--- src/fsl_pkg.sv ---
// Constants, command codes and carrier types for the fault limit bank
package fsl_pkg;

   // Clock rate and derived hiccup step
   localparam int unsigned CLOCK_MHZ        = 200;
   localparam int unsigned RESTART_STEP_US  = 1000;
   localparam int unsigned RESTART_STEP_CYC = RESTART_STEP_US * CLOCK_MHZ;

   // Command codes of the bank
   localparam logic [7:0] CMD_OC_WARN_LIM  = 8'h4A;
   localparam logic [7:0] CMD_OT_FAULT_LIM = 8'h4F;
   localparam logic [7:0] CMD_OT_ACTION    = 8'h50;
   localparam logic [7:0] CMD_OT_WARN_LIM  = 8'h51;
   localparam logic [7:0] CMD_VIN_OV_LIM   = 8'h55;

   // Reset values as held by the nonvolatile store
   localparam logic [15:0] RST_OC_WARN_LIM  = 16'hF81F;
   localparam logic [15:0] RST_OT_FAULT_LIM = 16'h007D;
   localparam logic [7:0]  RST_OT_ACTION    = 8'hF9;
   localparam logic [15:0] RST_OT_WARN_LIM  = 16'h0069;
   localparam logic [15:0] RST_VIN_OV_LIM   = 16'hF81E;

   // Two-byte number layout: exponent high, mantissa low
   localparam int unsigned MANT_LSB = 0;
   localparam int unsigned MANT_W   = 11;
   localparam int unsigned EXP_LSB  = 11;
   localparam int unsigned EXP_W    = 5;

   // Fixed exponents and mantissa ranges per threshold
   localparam logic [4:0]  EXP_HALF  = 5'h1F;
   localparam logic [4:0]  EXP_UNIT  = 5'h00;
   localparam logic [10:0] OC_MIN    = 11'h000;
   localparam logic [10:0] OC_MAX    = 11'h0FE;
   localparam logic [10:0] OT_MIN    = 11'h000;
   localparam logic [10:0] OT_MAX    = 11'h096;
   localparam logic [10:0] VIN_MIN   = 11'h002;
   localparam logic [10:0] VIN_MAX   = 11'h0A0;

   // Fault action field positions
   localparam int unsigned ACT_SEL_LSB = 6;
   localparam int unsigned ACT_RTY_LSB = 3;
   localparam int unsigned ACT_DLY_LSB = 0;
   localparam logic [2:0]  RTY_FOREVER = 3'h7;

   // Host command request from the management bus engine
   typedef struct packed {
      logic        wr;
      logic        rd;
      logic [7:0]  code;
      logic [15:0] data;
   } fsl_req_t;

   // Live measurements, in the units of their thresholds
   typedef struct packed {
      logic [10:0] temperature;
      logic [10:0] inputVolt;
      logic [10:0] outputCurr;
   } fsl_meas_t;

   // Alarm levels raised by the bank
   typedef struct packed {
      logic otFault;
      logic otWarn;
      logic vinOvFault;
      logic ocWarn;
   } fsl_alarm_t;

endpackage : fsl_pkg

--- src/fsl_limit_check.sv ---
// Range and resolution check of one two-byte threshold write
`timescale 1ns/10ps
module fsl_limit_check #(
   parameter logic [4:0]  FIX_EXP = 5'h00,
   parameter logic [10:0] MIN_MAN = 11'h000,
   parameter logic [10:0] MAX_MAN = 11'h000
) (
   input  wire logic [15:0] value,
   output logic             valid
);

   logic [4:0]  expField;
   logic [10:0] manField;

   // Split the word into its two signed fields
   assign expField = value[fsl_pkg::EXP_LSB +: fsl_pkg::EXP_W];
   assign manField = value[fsl_pkg::MANT_LSB +: fsl_pkg::MANT_W];

   // Wrong exponent means wrong resolution; negative mantissa is below range
   always_comb begin
      valid = (expField == FIX_EXP)
            && !manField[10]
            && (manField >= MIN_MAN)
            && (manField <= MAX_MAN);
   end

endmodule : fsl_limit_check

--- src/fsl_ot_response.sv ---
// Output enable sequencing in answer to an overtemperature fault
`timescale 1ns/10ps
module fsl_ot_response #(
   parameter int unsigned STEP_CYC = fsl_pkg::RESTART_STEP_CYC
) (
   input  wire logic       clock,
   input  wire logic       rst,
   input  wire logic [7:0] action,
   input  wire logic       fault,
   input  wire logic       runCmd,
   input  wire logic       clearFault,
   output logic            allowRun
);

   typedef enum logic [1:0] {RUNNING, HELD, WAITING, LATCHED} fsl_ots_t;

   fsl_ots_t    state_r;
   logic [1:0]  sel;
   logic [2:0]  rty;
   logic [2:0]  dly;
   logic [31:0] wait_r;
   logic [31:0] waitLen;

   assign sel     = action[fsl_pkg::ACT_SEL_LSB +: 2];
   assign rty     = action[fsl_pkg::ACT_RTY_LSB +: 3];
   assign dly     = action[fsl_pkg::ACT_DLY_LSB +: 3];
   assign waitLen = STEP_CYC * {29'h0, dly};

   // Being commanded off ends any hold or latch; a zero selector never stops
   always_ff @(posedge clock or posedge rst) begin
      if (rst) begin
         state_r <= RUNNING;
         wait_r  <= 32'h0;
      end else if (!runCmd) begin
         state_r <= RUNNING;
         wait_r  <= 32'h0;
      end else begin
         case (state_r)
            RUNNING: begin
               if (fault && sel != 2'b00) begin
                  if (rty == 3'h0 && dly == 3'h0)
                     state_r <= LATCHED;
                  else
                     state_r <= HELD;
               end
            end
            HELD: begin
               wait_r <= 32'h0;
               if (!fault) begin
                  // Unlimited retry waits the restart delay before resuming
                  if (rty == fsl_pkg::RTY_FOREVER && dly != 3'h0)
                     state_r <= WAITING;
                  else
                     state_r <= RUNNING;
               end
            end
            WAITING: begin
               if (fault) begin
                  state_r <= HELD;
               end else if (wait_r + 32'h1 >= waitLen) begin
                  state_r <= RUNNING;
               end else begin
                  wait_r <= wait_r + 32'h1;
               end
            end
            LATCHED: begin
               if (clearFault && !fault)
                  state_r <= RUNNING;
            end
            default: state_r <= RUNNING;
         endcase
      end
   end

   assign allowRun = (state_r == RUNNING) && runCmd;

endmodule : fsl_ot_response

--- src/fsl_limit_bank.sv ---
// Fault and warning threshold registers with alarm comparison
`timescale 1ns/10ps
// What this block does
// - Overcurrent warning accepts 0 to 127 A, half-amp
// - Overcurrent warning resets to 0xF81F, 15.5 A
// - Invalid threshold write dropped, value kept, reported
// - Word is 11-bit mantissa, 5-bit exponent
// - Temperature thresholds use exponent zero, whole degrees
// - Temperature thresholds accept 0 to 150 degrees
// - Fault threshold resets to 125 C; fault raised
// - Warning threshold resets to 0x0069, 105 C
// - Temperature at warning threshold raises warning
// - Input overvoltage threshold exponent minus one
// - Input overvoltage accepts 1 to 80 V, half-volt
// - Input overvoltage resets 15 V; fault raised
// - All registers read back as written; action byte reads back with upper byte zero
// - Fault action byte fields, reset value 0xF9
// - Default action holds off, restarts without limit
// - Selector zero keeps running during fault
// - Selector ones, rest zero, latches off
// - Other ones codes resume when fault clears
// - Overcurrent warning exponent minus one, raised
module fsl_limit_bank #(
   parameter logic [15:0] OC_WARN_DEFAULT = fsl_pkg::RST_OC_WARN_LIM,
   parameter int unsigned STEP_CYC        = fsl_pkg::RESTART_STEP_CYC
) (
   input  wire logic               clock,
   input  wire logic               rst,
   input  wire fsl_pkg::fsl_req_t  req,
   input  wire fsl_pkg::fsl_meas_t meas,
   input  wire logic               reloadStore,
   input  wire logic               clearFaults,
   input  wire logic               runCmd,
   output logic [15:0]             readData_r,
   output logic                    readValid_r,
   output logic                    writeDone_r,
   output logic                    cmdReject_r,
   output logic [7:0]              rejectCode_r,
   output logic                    rejectSticky_r,
   output fsl_pkg::fsl_alarm_t     alarm_r,
   output fsl_pkg::fsl_alarm_t     alarmSticky_r,
   output logic                    outputEnable_r
);

   // Stored thresholds and the fault action byte
   logic [15:0] ocWarnLim_r;
   logic [15:0] otFaultLim_r;
   logic [7:0]  otAction_r;
   logic [15:0] otWarnLim_r;
   logic [15:0] vinOvLim_r;

   // Write validity from the range checkers
   logic        ocOk;
   logic        otFaultOk;
   logic        otWarnOk;
   logic        vinOk;
   logic        writeOk;
   logic        knownCode;
   logic        allowRun;

   // Live compare results and next alarm state
   fsl_pkg::fsl_alarm_t alarm_nxt;

   // True when a measurement reaches a stored threshold
   function automatic logic reaches(input logic [10:0] level,
                                    input logic [15:0] limit);
      logic signed [10:0] lvl;
      logic signed [10:0] lim;
      lvl = level;
      lim = limit[fsl_pkg::MANT_LSB +: fsl_pkg::MANT_W];
      reaches = (lvl >= lim);
   endfunction : reaches

   // True when the code names one of the five registers
   function automatic logic isMapped(input logic [7:0] code);
      isMapped = (code == fsl_pkg::CMD_OC_WARN_LIM)
              || (code == fsl_pkg::CMD_OT_FAULT_LIM)
              || (code == fsl_pkg::CMD_OT_ACTION)
              || (code == fsl_pkg::CMD_OT_WARN_LIM)
              || (code == fsl_pkg::CMD_VIN_OV_LIM);
   endfunction : isMapped

   // Overcurrent warning checker, half-amp units
   fsl_limit_check #(
      .FIX_EXP (fsl_pkg::EXP_HALF),
      .MIN_MAN (fsl_pkg::OC_MIN),
      .MAX_MAN (fsl_pkg::OC_MAX)
   ) u_chk_oc (
      .value   (req.data),
      .valid   (ocOk)
   );

   // Overtemperature fault checker, whole degrees
   fsl_limit_check #(
      .FIX_EXP (fsl_pkg::EXP_UNIT),
      .MIN_MAN (fsl_pkg::OT_MIN),
      .MAX_MAN (fsl_pkg::OT_MAX)
   ) u_chk_otf (
      .value   (req.data),
      .valid   (otFaultOk)
   );

   // Overtemperature warning checker, whole degrees
   fsl_limit_check #(
      .FIX_EXP (fsl_pkg::EXP_UNIT),
      .MIN_MAN (fsl_pkg::OT_MIN),
      .MAX_MAN (fsl_pkg::OT_MAX)
   ) u_chk_otw (
      .value   (req.data),
      .valid   (otWarnOk)
   );

   // Input overvoltage checker, half-volt units
   fsl_limit_check #(
      .FIX_EXP (fsl_pkg::EXP_HALF),
      .MIN_MAN (fsl_pkg::VIN_MIN),
      .MAX_MAN (fsl_pkg::VIN_MAX)
   ) u_chk_vin (
      .value   (req.data),
      .valid   (vinOk)
   );

   // Pick the checker of the addressed register
   always_comb begin
      knownCode = isMapped(req.code);
      case (req.code)
         fsl_pkg::CMD_OC_WARN_LIM:  writeOk = ocOk;
         fsl_pkg::CMD_OT_FAULT_LIM: writeOk = otFaultOk;
         fsl_pkg::CMD_OT_WARN_LIM:  writeOk = otWarnOk;
         fsl_pkg::CMD_VIN_OV_LIM:   writeOk = vinOk;
         // Action byte takes any value; upper data byte ignored
         fsl_pkg::CMD_OT_ACTION:    writeOk = 1'b1;
         default:                   writeOk = 1'b0;
      endcase
   end

   // Threshold storage; a reload restores every stored default at once
   always_ff @(posedge clock or posedge rst) begin
      if (rst) begin
         ocWarnLim_r  <= OC_WARN_DEFAULT;
         otFaultLim_r <= fsl_pkg::RST_OT_FAULT_LIM;
         otAction_r   <= fsl_pkg::RST_OT_ACTION;
         otWarnLim_r  <= fsl_pkg::RST_OT_WARN_LIM;
         vinOvLim_r   <= fsl_pkg::RST_VIN_OV_LIM;
      end else if (reloadStore) begin
         ocWarnLim_r  <= OC_WARN_DEFAULT;
         otFaultLim_r <= fsl_pkg::RST_OT_FAULT_LIM;
         otAction_r   <= fsl_pkg::RST_OT_ACTION;
         otWarnLim_r  <= fsl_pkg::RST_OT_WARN_LIM;
         vinOvLim_r   <= fsl_pkg::RST_VIN_OV_LIM;
      end else if (req.wr && writeOk) begin
         // Rejected writes never reach here, so old value stays
         case (req.code)
            fsl_pkg::CMD_OC_WARN_LIM:  ocWarnLim_r  <= req.data;
            fsl_pkg::CMD_OT_FAULT_LIM: otFaultLim_r <= req.data;
            fsl_pkg::CMD_OT_ACTION:    otAction_r   <= req.data[7:0];
            fsl_pkg::CMD_OT_WARN_LIM:  otWarnLim_r  <= req.data;
            fsl_pkg::CMD_VIN_OV_LIM:   vinOvLim_r   <= req.data;
            default: ;
         endcase
      end
   end

   // Read path, one cycle after the strobe; narrow byte padded with zero
   always_ff @(posedge clock or posedge rst) begin
      if (rst) begin
         readData_r  <= 16'h0000;
         readValid_r <= 1'b0;
      end else begin
         readValid_r <= req.rd && !req.wr && knownCode;
         if (req.rd && !req.wr) begin
            case (req.code)
               fsl_pkg::CMD_OC_WARN_LIM:  readData_r <= ocWarnLim_r;
               fsl_pkg::CMD_OT_FAULT_LIM: readData_r <= otFaultLim_r;
               fsl_pkg::CMD_OT_ACTION:
                  readData_r <= {8'h00, otAction_r};
               fsl_pkg::CMD_OT_WARN_LIM:  readData_r <= otWarnLim_r;
               fsl_pkg::CMD_VIN_OV_LIM:   readData_r <= vinOvLim_r;
               default:                   readData_r <= 16'h0000;
            endcase
         end
      end
   end

   // Write acknowledge and rejection report
   always_ff @(posedge clock or posedge rst) begin
      if (rst) begin
         writeDone_r  <= 1'b0;
         cmdReject_r  <= 1'b0;
         rejectCode_r <= 8'h00;
      end else begin
         writeDone_r <= req.wr && writeOk && !reloadStore;
         // Unmapped reads and bad writes both count as rejected commands
         cmdReject_r <= (req.wr && !writeOk)
                     || (req.rd && !req.wr && !knownCode);
         if ((req.wr && !writeOk) || (req.rd && !req.wr && !knownCode))
            rejectCode_r <= req.code;
      end
   end

   // Sticky rejection flag; a new rejection beats a same-cycle clear
   always_ff @(posedge clock or posedge rst) begin
      if (rst)
         rejectSticky_r <= 1'b0;
      else if ((req.wr && !writeOk) || (req.rd && !req.wr && !knownCode))
         rejectSticky_r <= 1'b1;
      else if (clearFaults)
         rejectSticky_r <= 1'b0;
   end

   // Threshold comparisons against the live measurements
   always_comb begin
      alarm_nxt.otFault    = reaches(meas.temperature, otFaultLim_r);
      alarm_nxt.otWarn     = reaches(meas.temperature, otWarnLim_r);
      alarm_nxt.vinOvFault = reaches(meas.inputVolt, vinOvLim_r);
      alarm_nxt.ocWarn     = reaches(meas.outputCurr, ocWarnLim_r);
   end

   // Alarm levels follow the compare one cycle later
   always_ff @(posedge clock or posedge rst) begin
      if (rst)
         alarm_r <= '0;
      else
         alarm_r <= alarm_nxt;
   end

   // Sticky alarm record; a live alarm wins over a clear
   always_ff @(posedge clock or posedge rst) begin
      if (rst)
         alarmSticky_r <= '0;
      else if (clearFaults)
         alarmSticky_r <= alarm_r;
      else
         alarmSticky_r <= alarmSticky_r | alarm_r;
   end

   // Fault action sequencer works from the registered fault level
   fsl_ot_response #(
      .STEP_CYC   (STEP_CYC)
   ) u_ot_resp (
      .clock      (clock),
      .rst        (rst),
      .action     (otAction_r),
      .fault      (alarm_r.otFault),
      .runCmd     (runCmd),
      .clearFault (clearFaults),
      .allowRun   (allowRun)
   );

   // Registered output enable for the power stage
   always_ff @(posedge clock or posedge rst) begin
      if (rst)
         outputEnable_r <= 1'b0;
      else
         outputEnable_r <= allowRun;
   end

endmodule : fsl_limit_bank

--- config.mk ---
export PLATFORM = sky130hd
export DESIGN_NAME = fsl_limit_bank
export DESIGN_NICKNAME = d
export VERILOG_FILES = /design/src/fsl_pkg.sv /design/src/fsl_limit_check.sv /design/src/fsl_ot_response.sv /design/src/fsl_limit_bank.sv
export SDC_FILE = /design/constraint.sdc
export NUM_CORES = 1
export LEC_CHECK = 0
export BUFFER_PORTS_ARGS = -buffer_cell sky130_fd_sc_hd__buf_2
export CAP_MARGIN = 20
export CORE_ASPECT_RATIO = 0.5
export CORE_UTILIZATION = 45
export CTS_CLUSTER_DIAMETER = 30
export DETAILED_ROUTE_END_ITERATION = 6
export GPL_ROUTABILITY_DRIVEN = 0
export PLACE_DENSITY_LB_ADDON = 0.1
export SYNTH_ARGS = -nofsm -noshare
export SYNTH_HDL_FRONTEND = slang
export SYNTH_SLANG_ARGS = --single-unit
--- constraint.sdc ---
create_clock -name clock -period 10.7 [get_ports clock]
set_input_delay 0 -clock clock [delete_from_list [all_inputs] [get_ports clock]]
set_output_delay 0 -clock clock [all_outputs]
set_load 0.01 [all_outputs]
=== Yosys cells after proc, flatten, opt, wreduce, memory -nomap -nowiden ===
Index checks and enable logic that the tools add are counted.

* Word-level logic and storage cells: 136
* Output and inout bits: 37
* Input port bits: 64
* Bits in registers: 143

* Multipliers: 1
* Bitwise gates (word level): 1
* $add $sub $neg: 1
* Mux-type cells: 33
* Equality and inequality tests: 17
* Reduce and logical (&&, ||, !) cells: 51
* Order comparisons: 10

{| class="wikitable"
|+ Operator list
! cell !! number
|-
| 16-bit 2-to-1 mux || 12
|-
| 32-bit 2-to-1 mux || 3
|-
| 16-bit one-hot mux with 5 select lines || 1
|-
| 32-bit one-hot mux with 2 select lines || 1
|-
| 11-bit greater-or-equal comparator || 4
|-
| 8-bit by 7-bit == test with 1-bit output, second input constant || 5
|-
| 11-bit by 8-bit <= comparator with 1-bit output, second input constant || 3
|-
| 32-bit by 1-bit adder with 32-bit output, second input constant || 1
|-
| 32-bit by 21-bit greater-or-equal comparator with 1-bit output || 1
|-
| 8-bit 2-to-1 mux || 3
|-
| 1-bit logical AND || 19
|-
| 2-bit 2-to-1 mux || 8
|-
| 2-bit nonzero test || 8
|-
| 12-bit by 3-bit multiplier with 15-bit output, first input constant || 1
|-
| 11-bit by 1-bit greater-or-equal comparator with 1-bit output, second input constant || 1
|-
| 11-bit by 2-bit greater-or-equal comparator with 1-bit output, second input constant || 1
|-
| 2-bit AND reduction || 5
|-
| 3-bit != test, second input constant || 3
|-
| 2-bit one-hot mux with 4 select lines || 1
|-
| 1-bit zero test || 6
|-
| 3-bit zero test || 2
|-
| 3-bit by 2-bit != test with 1-bit output, second input constant || 2
|-
| 5-bit == test, second input constant || 1
|-
| 5-bit zero test || 1
|-
| other kinds (15) || 21
|}

=== Logic depth before layout (Yosys ltp) ===
* Depth in word-level cells: 9
* Mapped depth: 18
* Depth with buffers taken out: 15

=== By module ===
Synthesis repeated with hierarchy kept, for this count alone.

* Cell total of the unflattened synthesis: 1002
* Area total of the unflattened synthesis: 9470.3 µm²

{| class="wikitable"
|+ Modules (own cells, without submodules)
! module !! sequential area each (µm²) !! times used !! area each (µm²) !! cells an instance
|-
| fsl_limit_bank || 2771.4 || 1 || 6321.1 || 630
|-
| fsl_ot_response || 850.8 || 1 || 2900.3 || 342
|-
| fsl_limit_check (u_chk_otf ...) || 0.0 || 2 || 60.1 || 7
|-
| fsl_limit_check (u_chk_vin) || 0.0 || 1 || 83.8 || 11
|-
| fsl_limit_check (u_chk_oc) || 0.0 || 1 || 45.0 || 5
|}

=== Worst setup path before layout ===
No wires, ideal clock.

* Kind: register -> register
* Start: register otAction_r[0]
* End: register u_ot_resp.wait_r[2]
* Required time: 10.618 ns
* Stages on the path, launching flop included: 16
* Path buffers: 0
* Library setup time: 0.082 ns
* Setup slack: 6.956 ns
* Arrival: 3.662 ns
* Clock period less this slack: 3.744 ns
* Path through: dfstp_2 > inv_1 > ha_1 > xor2_1 > a22o_1 > a21oi_1 > xor2_1 > ha_1 > a21o_1 > a211oi_1 > o41a_1 > o31ai_1 > o31ai_2 > nand4b_1 > or4_1 > a31oi_1

* Longest elaborated chain between the ends: 4

{| class="wikitable"
|+ RTL lines
! what !! RTL line !! RTL
|-
| start: declaration || fsl_limit_bank.sv:48 || <nowiki>logic [7:0] otAction_r;</nowiki>
|-
| start signal: assignment || fsl_limit_bank.sv:142 || <nowiki>otAction_r <= fsl_pkg::RST_OT_ACTION;</nowiki>
|-
| start signal: assignment || fsl_limit_bank.sv:148 || <nowiki>otAction_r <= fsl_pkg::RST_OT_ACTION;</nowiki>
|-
| start signal: assignment || fsl_limit_bank.sv:156 || <nowiki>fsl_pkg::CMD_OT_ACTION: otAction_r <= req.data[7:0];</nowiki>
|-
| 12-bit by 3-bit multiplier with 15-bit output || fsl_ot_response.sv:27 || <nowiki>assign waitLen = STEP_CYC * {29'h0, dly};</nowiki>
|-
| 32-bit by 21-bit greater-or-equal comparator with 1-bit output || fsl_ot_response.sv:60 || <nowiki>end else if (wait_r + 32'h1 >= waitLen) begin</nowiki>
|-
| 3-bit != test (no source line) || -- ||
|-
| 3-bit AND reduction (no source line) || -- ||
|-
| end signal: assignment || fsl_ot_response.sv:63 || <nowiki>wait_r <= wait_r + 32'h1;</nowiki>
|-
| end: declaration || fsl_ot_response.sv:21 || <nowiki>logic [31:0] wait_r;</nowiki>
|}

Every way passes these cells.
A chain may end at the register's enable or synchronous reset.

=== Final worst setup path ===
* Start: register u_ot_resp.wait_r[3]
* End: register u_ot_resp.wait_r[0]

* Longest elaborated chain between the ends: 4

{| class="wikitable"
|+ RTL lines
! what !! RTL line
|-
| 32-bit by 1-bit adder with 32-bit output || fsl_ot_response.sv:60
|-
| 32-bit by 21-bit greater-or-equal comparator with 1-bit output || fsl_ot_response.sv:60
|-
| 3-bit != test (no source line) || --
|-
| 3-bit AND reduction (no source line) || --
|}

Every way passes these cells.

==> impl_results.md <==
- Final ANT Viol Nets: 0
- Fin crit share: approximately two fifths
- Die width: 196 um
- CP Capture Type: flop
- Status: complete, no violations
- Syn Inst Count: approximately 870
- CTS H-tree depth: 4
- Primary FF master, synth: dfrtp_1
- Initial core utilization: a little under half
- Worst Setup Slack, final: around 6200 ps
- Clock Sinks: approximately 140
- Tightest Hold Check Type: in -> reg
- Cell area after synthesis: about 8500 um2
- Final WL: ~23 mm
- Slew Limit Fails: 0
- Clock slew at reported path FFs: around 60 ps
- CTS tree: done
- Clock buffer count from CTS: 17
- Most frequent cells in the layout: 108 x dfrtp_1, 100 x buf_2, 75 x nand2_1
- I/O Buffers: 100
- Final HPWL DP: about 16 mm
- Total die area: between 15,000 and 20,000 um2
- Largest net degree at the start of global routing: between 70 and 80
- TritonRoute pass-1 iters: 7
- Number of I/O pins: just over 100
- Vias in the first global route: between 6k and 7k
- Most common library cell in the layout ignoring fill and taps: dfrtp_1
- Syn. warnings: 0
- Critical Path AT: slightly below 5000 ps
- Row count: 35
- All-layer global routing usage: approximately 24%
- Critical-path maximum fanout: 10
- DR iter-0 viols: just under 400
- Fraction of registers with async set/reset: 100%
- Post-cts resize count: 0
- Final hold vios: 0
- Root Driver: clkbuf_16
- Synth area leaders: dfrtp_1 32%, dfstp_2 11%, ha_1 9.9%, nand2_1 3.3%, inv_1 3.0%
- Syn avg cell area: around 9.8 um2
- Area Overhead vs Synth: 17.5%
- Post-synth top area cell: dfrtp_1
- Required time of the critical path: about 11,000 ps
- Worst slew margin: a little over a quarter
- CTS max path bufs: 2
- Syn_nets: 1,000
- Synth unique cells: 64
- Yosys reg bits: between 100 and 150
- Worst-skew pair later-pin latency: around 430 ps
- VDD IR max: between 80 and 90 uV
- Setup TNS: 0 ps
- Unrepaired setup endpoints after global routing: false
- First-pass GRT wire length: approximately 36 mm
- Number of synthesized flops with an enable pin: 0
- Routed vias/inst: between 5 and 6
- Power per cell area: between 100 and 150 nW/um2
- Initial antenna violation count: 0
- Max Clock Freq: about 220 MHz
- Final min period: about 4500 ps
- Wire per inst: ~18 um
- Clock skew: roughly 12 ps
- DRC viols: 0
- Vias: slightly below 7k
- Max-cap viol count: 0
- Slew @ Worst Pin: about 1100 ps
- Crit Path Class: reg -> reg
- Layout cells sized above 1: 21.5%
- Ant diodes: 0
- Critical path launch point type: flop
- GR Overflow Total: 0
- Setup Viol. Count Final: 0
- NumNets Final: roughly 1.1k
- Post-synth top area share: about a third
- CORE AREA: ~18,000 um2
- Die H: 99.1 um
- Leakage: between 4 and 5 nW
- Pre-CTS setup slack: roughly 6300 ps
- Seq/Total Area, Yosys: between 40% and 50%
-- routing by layer --
metal | up-vias | track usage, % | share of wire [%]
met5 | - | 0 | 0
met4 | 0 | 7.39 | 1.7
met3 | 25 | 3.87 | 4.1
met2 | 133 | 38.7 | 46
met1 | 3383 | 33.6 | 48
li1 | 3362 | - | -
-- cell families (layout without fill, tap and decap cells) --
group / after synthesis / in the layout / share of synthesized area [%]
compound gates: 194 / 194 / 16.3
xor+xnor: 14 / 14 / 1.45
fa+ha+maj: 67 / 67 / 9.89
buf+inv: 106 / 226 / 5.43
flops: 143 / 143 / 42.7
mux: 34 / 34 / 4.16
simple gates: 311 / 311 / 20.1
-- report_power, final --
part / internal [mW] / switching (mW) / leakage [nW] / total [mW]
combinational: 0.0398 / 0.0617 / 2.53 / 0.101
sequential: 0.548 / 0.00556 / 1.82 / 0.554
clock: 0.343 / 0.268 / 0.286 / 0.611
total: 0.931 / 0.335 / 4.64 / 1.27
-- critical path, stage by stage (launching register included) --
cell and delay (ps):
dfrtp_1 450, nand3_1 240, nor3_1 550, and2_1 250, nand3_1 100, or2_2 300, nand2_1 80, ha_1 230
a21o_1 190, o21ai_0 230, o41a_1 160, o31ai_1 70, o31ai_2 460, nand4b_1 220, nor2_1 550, mux2_2 280
-- path summary, 6_finish.rpt --
path	start	to	slack (ps)	depth (start not counted)
min reg2reg	alarm_r[0]	alarmSticky_r[0]	460	1
max	u_ot_resp.wait_r[3]	u_ot_resp.wait_r[0]	6240	15
min in group asynchronous	rst	readData_r[7]	230	3
max in group asynchronous	rst	vinOvLim_r[6]	9100	4
max reg2reg	u_ot_resp.wait_r[3]	u_ot_resp.wait_r[0]	6240	15
min	meas[9]	alarm_r[0]	20	4
-- through the flow --
stage | cells | utilization (%) | hold WS (ps) | power (mW) | instance area (um2)
finish | 1248 | 54.0 | 15.4 | 1.27 | 9960
global route | 1248 | 54.0 | 37.6 | 1.31 | 9960
CTS | 1247 | 54.0 | 1.01 | 1.28 | 9950
detailed placement | 1194 | 49.6 | 158 | 0.659 | 9140
global placement | 1194 | 49.6 | 151 | 0.657 | 9140
floorplan | 869 | - | 112 | 0.620 | 8480
-- Yosys cell counts (4+ instances only) --
cell,n
xnor2_1,9
a21oi_1,23
nor2b_1,9
mux2_2,10
a21o_1,18
nand3_1,22
nor3b_1,7
dfstp_2,35
and2_1,18
mux2i_1,24
o21a_1,17
a211oi_1,4
o211ai_1,17
and3b_1,4
nand4_1,23
or4_1,5
buf_2,5
nand2b_1,8
o31a_1,4
dfrtp_1,108
buf_6,6
nor3b_2,5
inv_1,67
a22o_1,18
or2_2,5
ha_1,67
a221oi_1,17
nand2_1,75
xor2_1,5
and3_1,16
nor4_1,7
or3_1,15
a22oi_1,8
clkbuf_1,24
nor3_1,23
nor2_1,51
o21ai_0,45
-- what timing repair did --
action                    in CTS  in global routing
buffers inserted               0                  0
hold buffers                  21                  0
hold endpoints to repair     114                  0
-- final cells by class --
cell class / instances / area, um2
Sequential cell: 143 / 3620
Clock buffer: 19 / 453
Tap cell: 259 / 324
Fill cell: 1685 / 8470
Clock inverter: 13 / 144
Multi-Input combinational cell: 620 / 4400
Timing Repair Buffer: 127 / 763
Inverter: 67 / 256
-- flip-flops by register name, summed over array words and instances (netlist names) --
| register | flops |
|---|---|
| u_ot_resp.wait_r | 32 |
| ocWarnLim_r | 16 |
| otFaultLim_r | 16 |
| otWarnLim_r | 16 |
| readData_r | 16 |
| vinOvLim_r | 16 |
| otAction_r | 8 |
| rejectCode_r | 8 |
| alarmSticky_r | 4 |
| alarm_r | 4 |
| u_ot_resp.state_r | 2 |
| cmdReject_r | 1 |
| outputEnable_r | 1 |
| readValid_r | 1 |
| rejectSticky_r | 1 |
| writeDone_r | 1 |
Note: power is estimated with default switching activity, not from simulation.
